==> src/spc_pkg.sv <==
// Behaviour
// All sequencing derives from the single oscillator clock (the 640 kHz reference; here the 50 MHz ref_clk).
// The host holds reset asserted for at least 12 oscillator periods to initialise the device; the testbench holds it for 10 ref_clk periods.
// After more than 3 seconds with no chip select, start or reset the device enters standby.
// In standby a new qualified start, or a reset, takes the device out of standby.
// Up to 256 messages are selected by an 8-bit message code.
// The device addresses an external speech ROM of up to 1 Mbit.
// The message code is captured on the rising edge of start while chip select is asserted.
// Once start is accepted busy goes low and stays low until the message has finished.
// Further start strobes are ignored while busy is low.
// Decoded samples drive a 9-bit unipolar current D/A converter.
// The host drives role select low for slave operation and high for standalone operation.
// In standby the busy output floats; otherwise it is an active-low output.
// On start the device fetches and decodes data for the latched message, then returns to idle.
package spc_pkg;
  localparam int unsigned CLK_HZ = 50_000_000;
  localparam int unsigned OSC_HZ = 640_000;
  localparam int unsigned IDLE_MS = 3000;
  localparam int unsigned IDLE_CYCLES = (CLK_HZ / 1000) * IDLE_MS;
  localparam int unsigned OSC_DIV = CLK_HZ / OSC_HZ;
  localparam int unsigned RESET_OSC_PERIODS = 12;
  localparam int unsigned SAMPLE_DIV_DEFAULT = 8333;
  localparam int CODE_W = 8;
  localparam int ROM_AW = 17;
  localparam int ROM_DW = 8;
  localparam int DAC_W = 9;
  localparam int FIFO_DEPTH = 32;
  localparam logic [ROM_AW-1:0] DIR_ENTRY_BYTES = 17'h0_0002;
  localparam logic [ROM_DW-1:0] END_MARK = 8'h00;
  localparam logic [DAC_W-1:0] DAC_MID = 9'h100;
  localparam logic [DAC_W-1:0] DAC_MAX = 9'h1FF;
  typedef enum logic [5:0] {
    ST_IDLE = 6'b00_0001,
    ST_DIR_HI = 6'b00_0010,
    ST_DIR_LO = 6'b00_0100,
    ST_FETCH = 6'b00_1000,
    ST_DRAIN = 6'b01_0000,
    ST_STANDBY = 6'b10_0000
  } spc_state_t;
endpackage : spc_pkg

==> src/spc_fifo.sv <==
`timescale 1ns/1ps
module spc_fifo #(
  parameter int WIDTH = 8,
  parameter int DEPTH = 32
) (
  // clock and reset
  input wire logic ref_clk,
  input wire logic sys_rst,
  input wire logic flush,
  // fill side
  input wire logic inValid,
  output logic inReady,
  input wire logic [WIDTH-1:0] inData,
  // drain side
  output logic outValid,
  input wire logic outReady,
  output logic [WIDTH-1:0] outData
);
  localparam int AW = $clog2(DEPTH);
  logic [WIDTH-1:0] mem [DEPTH];
  logic [AW-1:0] wrPtr, rdPtr, next_wrPtr, next_rdPtr;
  logic [AW:0] count, next_count;
  logic doWr, doRd;

  always_comb begin
    inReady = (count != (AW+1)'(DEPTH));
    outValid = (count != '0);
    outData = mem[rdPtr];
    doWr = inValid && inReady;
    doRd = outValid && outReady;
    next_wrPtr = doWr ? wrPtr + 1'b1 : wrPtr;
    next_rdPtr = doRd ? rdPtr + 1'b1 : rdPtr;
    next_count = count + (AW+1)'(doWr) - (AW+1)'(doRd);
    if (flush) begin
      next_wrPtr = '0;
      next_rdPtr = '0;
      next_count = '0;
    end
  end

  always_ff @(posedge ref_clk) begin
    if (sys_rst) begin
      wrPtr <= '0;
      rdPtr <= '0;
      count <= '0;
    end else begin
      wrPtr <= next_wrPtr;
      rdPtr <= next_rdPtr;
      count <= next_count;
    end
    if (doWr) begin
      mem[wrPtr] <= inData;
    end
  end

  fifo_bound_a: assert property (@(posedge ref_clk) disable iff (sys_rst)
    count <= (AW+1)'(DEPTH)) else $error("fifo count beyond depth");
endmodule : spc_fifo

==> src/spc_playback.sv <==
`timescale 1ns/1ps
module spc_playback
  import spc_pkg::*;
#(
  parameter int unsigned IDLE_LIMIT = IDLE_CYCLES,
  parameter int unsigned SAMPLE_DIV = SAMPLE_DIV_DEFAULT
) (
  // clock and reset
  input wire logic ref_clk,
  input wire logic sys_rst,
  // host control
  input wire logic chip_select_n,
  input wire logic playback_trigger_n,
  input wire logic [CODE_W-1:0] message_code,
  input wire logic role_select_n,
  // busy, two signals of a tri-state pin
  output logic busy_n_out,
  output logic busy_n_oe_n,
  // speech rom
  output logic [ROM_AW-1:0] romAddr,
  output logic romRead,
  input wire logic [ROM_DW-1:0] romData,
  // d/a converter
  output logic [DAC_W-1:0] voice_current_out,
  output logic dacEnable,
  output logic standby
);
  spc_state_t state, next_state;
  logic trigPrev, next_trigPrev;
  logic [CODE_W-1:0] code, next_code;
  logic [ROM_AW-1:0] addr, next_addr;
  logic rdPend, next_rdPend;
  logic [ROM_AW-1:0] startHi, next_startHi;
  logic [31:0] idleCnt, next_idleCnt;
  logic [15:0] smpCnt, next_smpCnt;
  logic [DAC_W-1:0] dac, next_dac;
  logic busyN, next_busyN;
  logic oeN, next_oeN;
  logic sbFlag, next_sbFlag;
  logic dacOn, next_dacOn;
  logic fifoInValid, fifoInReady, fifoOutValid, fifoOutReady;
  logic [ROM_DW-1:0] fifoOutData;
  logic trigRise, qualStart, activity, flush;

  // nibble step applied to the 9-bit level; unipolar, clipped at both ends
  function automatic logic [DAC_W-1:0] step_level(input logic [DAC_W-1:0] lvl,
                                                  input logic [3:0] nib);
    logic [DAC_W:0] sum;
    sum = '0;
    if (nib[3]) begin
      sum = {1'b0, lvl} - {{(DAC_W-2){1'b0}}, nib[2:0]};
      if (sum[DAC_W]) sum = '0;
    end else begin
      sum = {1'b0, lvl} + {{(DAC_W-2){1'b0}}, nib[2:0]};
      if (sum[DAC_W]) sum = {1'b0, DAC_MAX};
    end
    return sum[DAC_W-1:0];
  endfunction : step_level

  spc_fifo #(.WIDTH(ROM_DW), .DEPTH(FIFO_DEPTH)) speechBuf (
    .ref_clk(ref_clk),
    .sys_rst(sys_rst),
    .flush(flush),
    .inValid(fifoInValid),
    .inReady(fifoInReady),
    .inData(romData),
    .outValid(fifoOutValid),
    .outReady(fifoOutReady),
    .outData(fifoOutData)
  );

  always_comb begin
    // inputs are synchronous; start edge is its release (low to high)
    trigRise = playback_trigger_n && !trigPrev;
    qualStart = trigRise && !chip_select_n && role_select_n;
    activity = !chip_select_n || !playback_trigger_n;
    flush = (state == ST_IDLE) || (state == ST_STANDBY);
    fifoInValid = rdPend;
    fifoOutReady = (state inside {ST_FETCH, ST_DRAIN}) && (smpCnt == '0);
    next_trigPrev = playback_trigger_n;
    next_state = state;
    next_code = code;
    next_addr = addr;
    next_rdPend = 1'b0;
    next_startHi = startHi;
    next_idleCnt = activity ? '0 : idleCnt + 1;
    next_smpCnt = (smpCnt == '0) ? 16'(SAMPLE_DIV - 1) : smpCnt - 1'b1;
    next_dac = dac;
    next_busyN = busyN;
    next_oeN = 1'b0;
    next_sbFlag = 1'b0;
    unique case (state)
      ST_IDLE: begin
        next_busyN = 1'b1;
        if (qualStart) begin
          next_code = message_code;
          next_addr = ROM_AW'(message_code) * DIR_ENTRY_BYTES;
          next_rdPend = 1'b1;
          next_busyN = 1'b0;
          next_state = ST_DIR_HI;
        end else if (idleCnt >= IDLE_LIMIT) begin
          next_state = ST_STANDBY;
          next_oeN = 1'b1;
          next_sbFlag = 1'b1;
          // silence the converter from the first standby cycle, not one later
          next_dac = '0;
        end
      end
      ST_DIR_HI: begin
        next_startHi = {1'b0, romData, 8'h00};
        next_addr = addr + 1'b1;
        next_rdPend = 1'b1;
        next_state = ST_DIR_LO;
        fifoInValid = 1'b0;
      end
      ST_DIR_LO: begin
        next_addr = startHi | ROM_AW'(romData);
        next_rdPend = 1'b1;
        next_state = ST_FETCH;
        fifoInValid = 1'b0;
        next_dac = DAC_MID;
      end
      ST_FETCH: begin
        if (rdPend && romData == END_MARK) begin
          fifoInValid = 1'b0;
          next_state = ST_DRAIN;
        end else begin
          // back-pressure: hold the read on the same address until the buffer can take the byte
          if (!rdPend || fifoInReady) begin
            next_rdPend = 1'b1;
            if (rdPend) next_addr = addr + 1'b1;
          end else begin
            next_rdPend = rdPend;
            fifoInValid = 1'b0;
          end
        end
      end
      ST_DRAIN: begin
        if (!fifoOutValid) begin
          next_state = ST_IDLE;
          next_busyN = 1'b1;
          next_idleCnt = '0;
        end
      end
      ST_STANDBY: begin
        next_oeN = 1'b1;
        next_sbFlag = 1'b1;
        next_dac = '0;
        next_idleCnt = '0;
        if (qualStart) begin
          next_code = message_code;
          next_addr = ROM_AW'(message_code) * DIR_ENTRY_BYTES;
          next_rdPend = 1'b1;
          next_busyN = 1'b0;
          next_oeN = 1'b0;
          next_sbFlag = 1'b0;
          next_state = ST_DIR_HI;
        end
      end
    endcase
    if (fifoOutReady && fifoOutValid) begin
      next_dac = step_level(dac, fifoOutData[3:0]);
    end
    next_dacOn = !next_sbFlag;
  end

  always_ff @(posedge ref_clk) begin
    if (sys_rst) begin
      state <= ST_IDLE;
      trigPrev <= 1'b1;
      code <= '0;
      addr <= '0;
      rdPend <= 1'b0;
      startHi <= '0;
      idleCnt <= '0;
      smpCnt <= '0;
      dac <= '0;
      busyN <= 1'b1;
      oeN <= 1'b0;
      sbFlag <= 1'b0;
      dacOn <= 1'b1;
    end else begin
      state <= next_state;
      trigPrev <= next_trigPrev;
      code <= next_code;
      addr <= next_addr;
      rdPend <= next_rdPend;
      startHi <= next_startHi;
      idleCnt <= next_idleCnt;
      smpCnt <= next_smpCnt;
      dac <= next_dac;
      busyN <= next_busyN;
      oeN <= next_oeN;
      sbFlag <= next_sbFlag;
      dacOn <= next_dacOn;
    end
  end

  always_comb begin
    busy_n_out = busyN;
    busy_n_oe_n = oeN;
    romAddr = addr;
    romRead = rdPend;
    voice_current_out = dac;
    dacEnable = dacOn;
    standby = sbFlag;
  end

  busy_on_start_a: assert property (@(posedge ref_clk) disable iff (sys_rst)
    (qualStart && state == ST_IDLE) |=> !busy_n_out)
    else $error("busy did not fall after accepted start");
  start_ignored_a: assert property (@(posedge ref_clk) disable iff (sys_rst)
    (!busy_n_out && state != ST_DRAIN) |=> $stable(code))
    else $error("message code changed while busy");
  code_capture_a: assert property (@(posedge ref_clk) disable iff (sys_rst)
    (state == ST_IDLE && qualStart) |=> code == $past(message_code))
    else $error("message code not captured on start");
  standby_float_a: assert property (@(posedge ref_clk) disable iff (sys_rst)
    standby |-> busy_n_oe_n && voice_current_out == '0)
    else $error("busy driven or dac live in standby");
  idle_entry_a: assert property (@(posedge ref_clk) disable iff (sys_rst)
    (state == ST_IDLE && !qualStart && idleCnt >= IDLE_LIMIT) |=> standby)
    else $error("no standby after idle limit");
  wake_a: assert property (@(posedge ref_clk) disable iff (sys_rst)
    (state == ST_STANDBY && qualStart) |=> !standby ##0 state == ST_DIR_HI)
    else $error("qualified start did not wake device");
  busy_release_a: assert property (@(posedge ref_clk) disable iff (sys_rst)
    (state == ST_DRAIN && !fifoOutValid) |=> busy_n_out ##0 state == ST_IDLE)
    else $error("busy not released at message end");
  dir_addr_a: assert property (@(posedge ref_clk) disable iff (sys_rst)
    (state == ST_IDLE && qualStart) |=> romAddr == ROM_AW'($past(message_code)) * 2)
    else $error("directory address wrong");
endmodule : spc_playback

==> config.mk <==
export PLATFORM = sky130hd
export DESIGN_NAME = spc_playback
export DESIGN_NICKNAME = d
export VERILOG_FILES = /design/src/spc_pkg.sv /design/src/spc_fifo.sv /design/src/spc_playback.sv
export SDC_FILE = /design/constraint.sdc
export NUM_CORES = 1
export LEC_CHECK = 0
export ABC_AREA = 1
export BUFFER_PORTS_ARGS = -buffer_cell sky130_fd_sc_hd__buf_4
export CORE_MARGIN = 2
export CORE_UTILIZATION = 56
export DETAILED_ROUTE_END_ITERATION = 8
export MAX_ROUTING_LAYER = met4
export PLACE_DENSITY = 0.78
export RECOVER_POWER = 50
export REMOVE_ABC_BUFFERS = 1
export SLEW_MARGIN = 20
export SYNTH_ARGS = -nofsm -noshare
export SYNTH_HDL_FRONTEND = slang
export SYNTH_SLANG_ARGS = --single-unit
export TNS_END_PERCENT = 30
==> constraint.sdc <==
create_clock -name ref_clk -period 3.2 [get_ports ref_clk]
set_clock_uncertainty 0.1 [all_clocks]
set_input_delay 0.32 -clock ref_clk [delete_from_list [all_inputs] [get_ports ref_clk]]
set_output_delay 0.32 -clock ref_clk [all_outputs]
set_load 0.005 [all_outputs]
==> impl_metrics.json <==
{
  "status": "finished with violations",
  "violations": "max-capacitance violations, max-slew violations",
  "ant_nets": 0,
  "postLayoutCoreUtil_pct": 67.2,
  "grt_pass1_vias": 9583,
  "place_ws_ns": -0.0740,
  "initial_antenna_violation_count": 0,
  "total_routed_length_um": 29700,
  "power_uw": 7710,
  "final_weighted_congestion_in_routability_driven_placement": 0.940,
  "cts-root-to-sink-buffers": 3,
  "count_of_final_hold_check_violations": 0,
  "chip_width_um": 149,
  "placement_rows": 52,
  "number_of_synthesized_register_bits": 242,
  "die_h_um": 149,
  "path_clk_slew_ns": 0.06,
  "final_max_tran_viols": 140,
  "core_region_area_sq_mm": 0.0204,
  "grt.total_usage_pct": 26.9,
  "cp.required_ns": 3.56,
  "drt_iter0_drc": 946,
  "drtPass1Iterations": 7,
  "critical_path_arrival_ns": 3.52,
  "postSynthCellCount": 1380,
  "timing.critical_path.fanout_max": 16,
  "p_leak_uw": 0.00520,
  "area.growth.synth_to_final_pct": 16.9,
  "syn-mean-instance-area_sq_um": 8.51,
  "path_class_of_the_lowest_slack_min_delay_path": "input pin to flip-flop",
  "post_route_cells_drive_above_1_share_pct": 14.3,
  "fin_crit_sh_pct": 99.0,
  "first_pass_grt_wire_length_um": 46800,
  "power_per_cell_area_mw_per_mm2": 562,
  "synth_cell_types": 48,
  "timing.setup.critical_path_class": "flip-flop to flip-flop",
  "tritoncts": "built",
  "drc": 0,
  "initial_core_util_pct": 57.5,
  "routed_wire_length_per_instance_um": 16.9,
  "timing.final.crit_period_ns": 3.17,
  "synthesis.area_sq_mm": 0.0117,
  "vias_per_cell": 5.72,
  "timing.slew.headroom_pct": -22.6,
  "reg2reg_slack_ns": 0.03,
  "cap_viol_max_count": 4,
  "hold_ws_ns": 0.0303,
  "setup_repair_after_global_routing_missed_its_margin": "yes",
  "vdd_drop_max_uv": 611,
  "fin_ws_ns": 0.0317,
  "totalNegativeSetupSlack_ns": 0,
  "io_pins": 52,
  "yosysWarningCount": 0,
  "design.die.area_sq_mm": 0.0221,
  "design.final.nets": 1520,
  "port-buffer-count": 51,
  "detailroute.via_count": 10069,
  "cts-root-buf": "sky130_fd_sc_hd__clkbuf_16",
  "cts_sinks": 242,
  "num_antenna_cells": 0,
  "cp-end-kind": "flip-flop",
  "grt_residual_overflow": 0,
  "worst-slew-pin-transition_ns": 1.84,
  "cts.htree.levels": 1,
  "clock_latency_ns": 0.53,
  "synth_sequential_area_ratio_pct": 52.2,
  "fmaxAchievable_ghz": 0.316,
  "cts_buffers": 25,
  "finalSetupViolations": 0,
  "layout_common_cells": "sky130_fd_sc_hd__nand2_1, sky130_fd_sc_hd__nor2_1, sky130_fd_sc_hd__inv_1",
  "final_common_cell": "sky130_fd_sc_hd__nand2_1",
  "crit_path_start_kind": "flip-flop",
  "grt_start_max_net_pins": 35,
  "place_hpwl_um": 19400
}
==> worst paths after layout <==
check | cells past startpoint | startpoint | end
worst max-delay path | 18 | flip-flop | voice_current_out[4]
worst min-delay path | 3 | romData[5] | startHi[13]
worst max register to register | 18 | flip-flop | voice_current_out[4]
worst min register to register | 1 | smpCnt[0] | smpCnt[0]
==> critical path, stage by stage (launching register included) <==
cell and delay [ns]:
sky130_fd_sc_hd__dfxtp_4 0.42, sky130_fd_sc_hd__inv_8 0.11, sky130_fd_sc_hd__buf_12 0.15, sky130_fd_sc_hd__o21ai_0 0.10
sky130_fd_sc_hd__o221ai_1 0.24, sky130_fd_sc_hd__a31oi_1 0.17, sky130_fd_sc_hd__a21oi_2 0.23, sky130_fd_sc_hd__ha_2 0.22
sky130_fd_sc_hd__inv_2 0.04, sky130_fd_sc_hd__fa_2 0.36, sky130_fd_sc_hd__inv_2 0.07, sky130_fd_sc_hd__nand2_2 0.06
sky130_fd_sc_hd__a21oi_2 0.13, sky130_fd_sc_hd__buf_4 0.14, sky130_fd_sc_hd__xor2_1 0.16, sky130_fd_sc_hd__nor2_1 0.07
sky130_fd_sc_hd__nand3_1 0.08, sky130_fd_sc_hd__nand3_1 0.08, sky130_fd_sc_hd__a21oi_1 0.16
==> where the power goes <==
part	leakage (uW)	internal (uW)	switching [uW]
logic	0.00274	453	827
registers	0.00208	3430	156
clock network	0.000389	1640	1210
==> cells by family after synthesis <==
family          count (synthesis)  share of synthesized area [%]
flops                         242                           52.2
simple gates                  665                           25.3
fa+ha+maj                      28                           3.18
compound gates                221                           10.7
buf+inv                       199                           6.75
xor+xnor                       25                           1.87
==> registers in the layout, summed over array words and instances (netlist names), named ones only <==
| name | flops |
|---|---|
| standby | 1 |
| romAddr | 17 |
| romRead | 1 |
| voice_current_out | 9 |
| idleCnt | 32 |
| speechBuf.rdPtr | 5 |
| busy_n_out | 1 |
| speechBuf.wrPtr | 5 |
| state | 6 |
| dacEnable | 1 |
| speechBuf.mem | 128 |
| trigPrev | 1 |
| smpCnt | 16 |
| startHi | 8 |
| speechBuf.count | 6 |
==> synthesized netlist by cell type, drive strengths merged <==
library cell / number / area (sq um)
nand3: 113 / 601
or2: 7 / 43.8
ha: 25 / 313
a31oi: 4 / 25.0
clkbuf: 24 / 90.1
nor3: 42 / 252
o211ai: 1 / 7.51
o21a: 3 / 22.5
edfxtp: 128 / 3840
o21bai: 1 / 7.51
nand3b: 1 / 7.51
o211a: 1 / 10.0
buf: 19 / 114
a211oi: 1 / 7.51
a21oi: 69 / 357
nand4: 21 / 165
dfxtp: 114 / 2280
and3: 1 / 6.26
o31ai: 5 / 37.5
nand2: 245 / 951
o21ai: 104 / 521
nor4: 4 / 25.0
xor2: 16 / 140
clkinv: 1 / 3.75
a22oi: 7 / 52.6
nor3b: 2 / 15.0
nor2: 229 / 910
o221ai: 20 / 175
fa: 3 / 60.1
o22ai: 5 / 31.3
inv: 155 / 584
xnor2: 9 / 78.8
==> area by class of cell <==
| class | instances | area (sq um) |
|---|---|---|
| Fill cell | 1637 | 6710 |
| Sequential cell | 242 | 6130 |
| Multi-Input combinational cell | 939 | 4890 |
| Timing Repair Buffer | 107 | 961 |
| Clock buffer | 29 | 661 |
| Inverter | 156 | 596 |
| Tap cell | 270 | 338 |
| Clock inverter | 17 | 139 |
==> what timing repair did <==
item                                   4_1_cts  5_1_grt
gates resized for setup                      3       49
cloned                                       0        5
buffers inserted                             0       11
setup endpoints to repair                    5        9
pin swaps                                    0       19
hold buffers                                 1        0
endpoints found under the hold margin        1        0
==> per-stage QoR <==
stage | std cells | area, sq um
detailed placement | 1697 | 12600
CTS | 1744 | 13400
finish | 1760 | 13700
floorplan | 1337 | 11500
global route | 1760 | 13700
global placement | 1697 | 12600
==> routing by layer <==
| layer | GRT usage, % | part of all wire, % | up-vias |
|---|---|---|---|
| met3 | 3.55 | 7.4 | 80 |
| met2 | 44.4 | 48 | 455 |
| met4 | 8.57 | 3.0 | 0 |
| met1 | 34.8 | 42 | 4710 |
| met5 | - | 0 | - |
| li1 | - | - | 4824 |
Power figures use the tool's default switching activity.
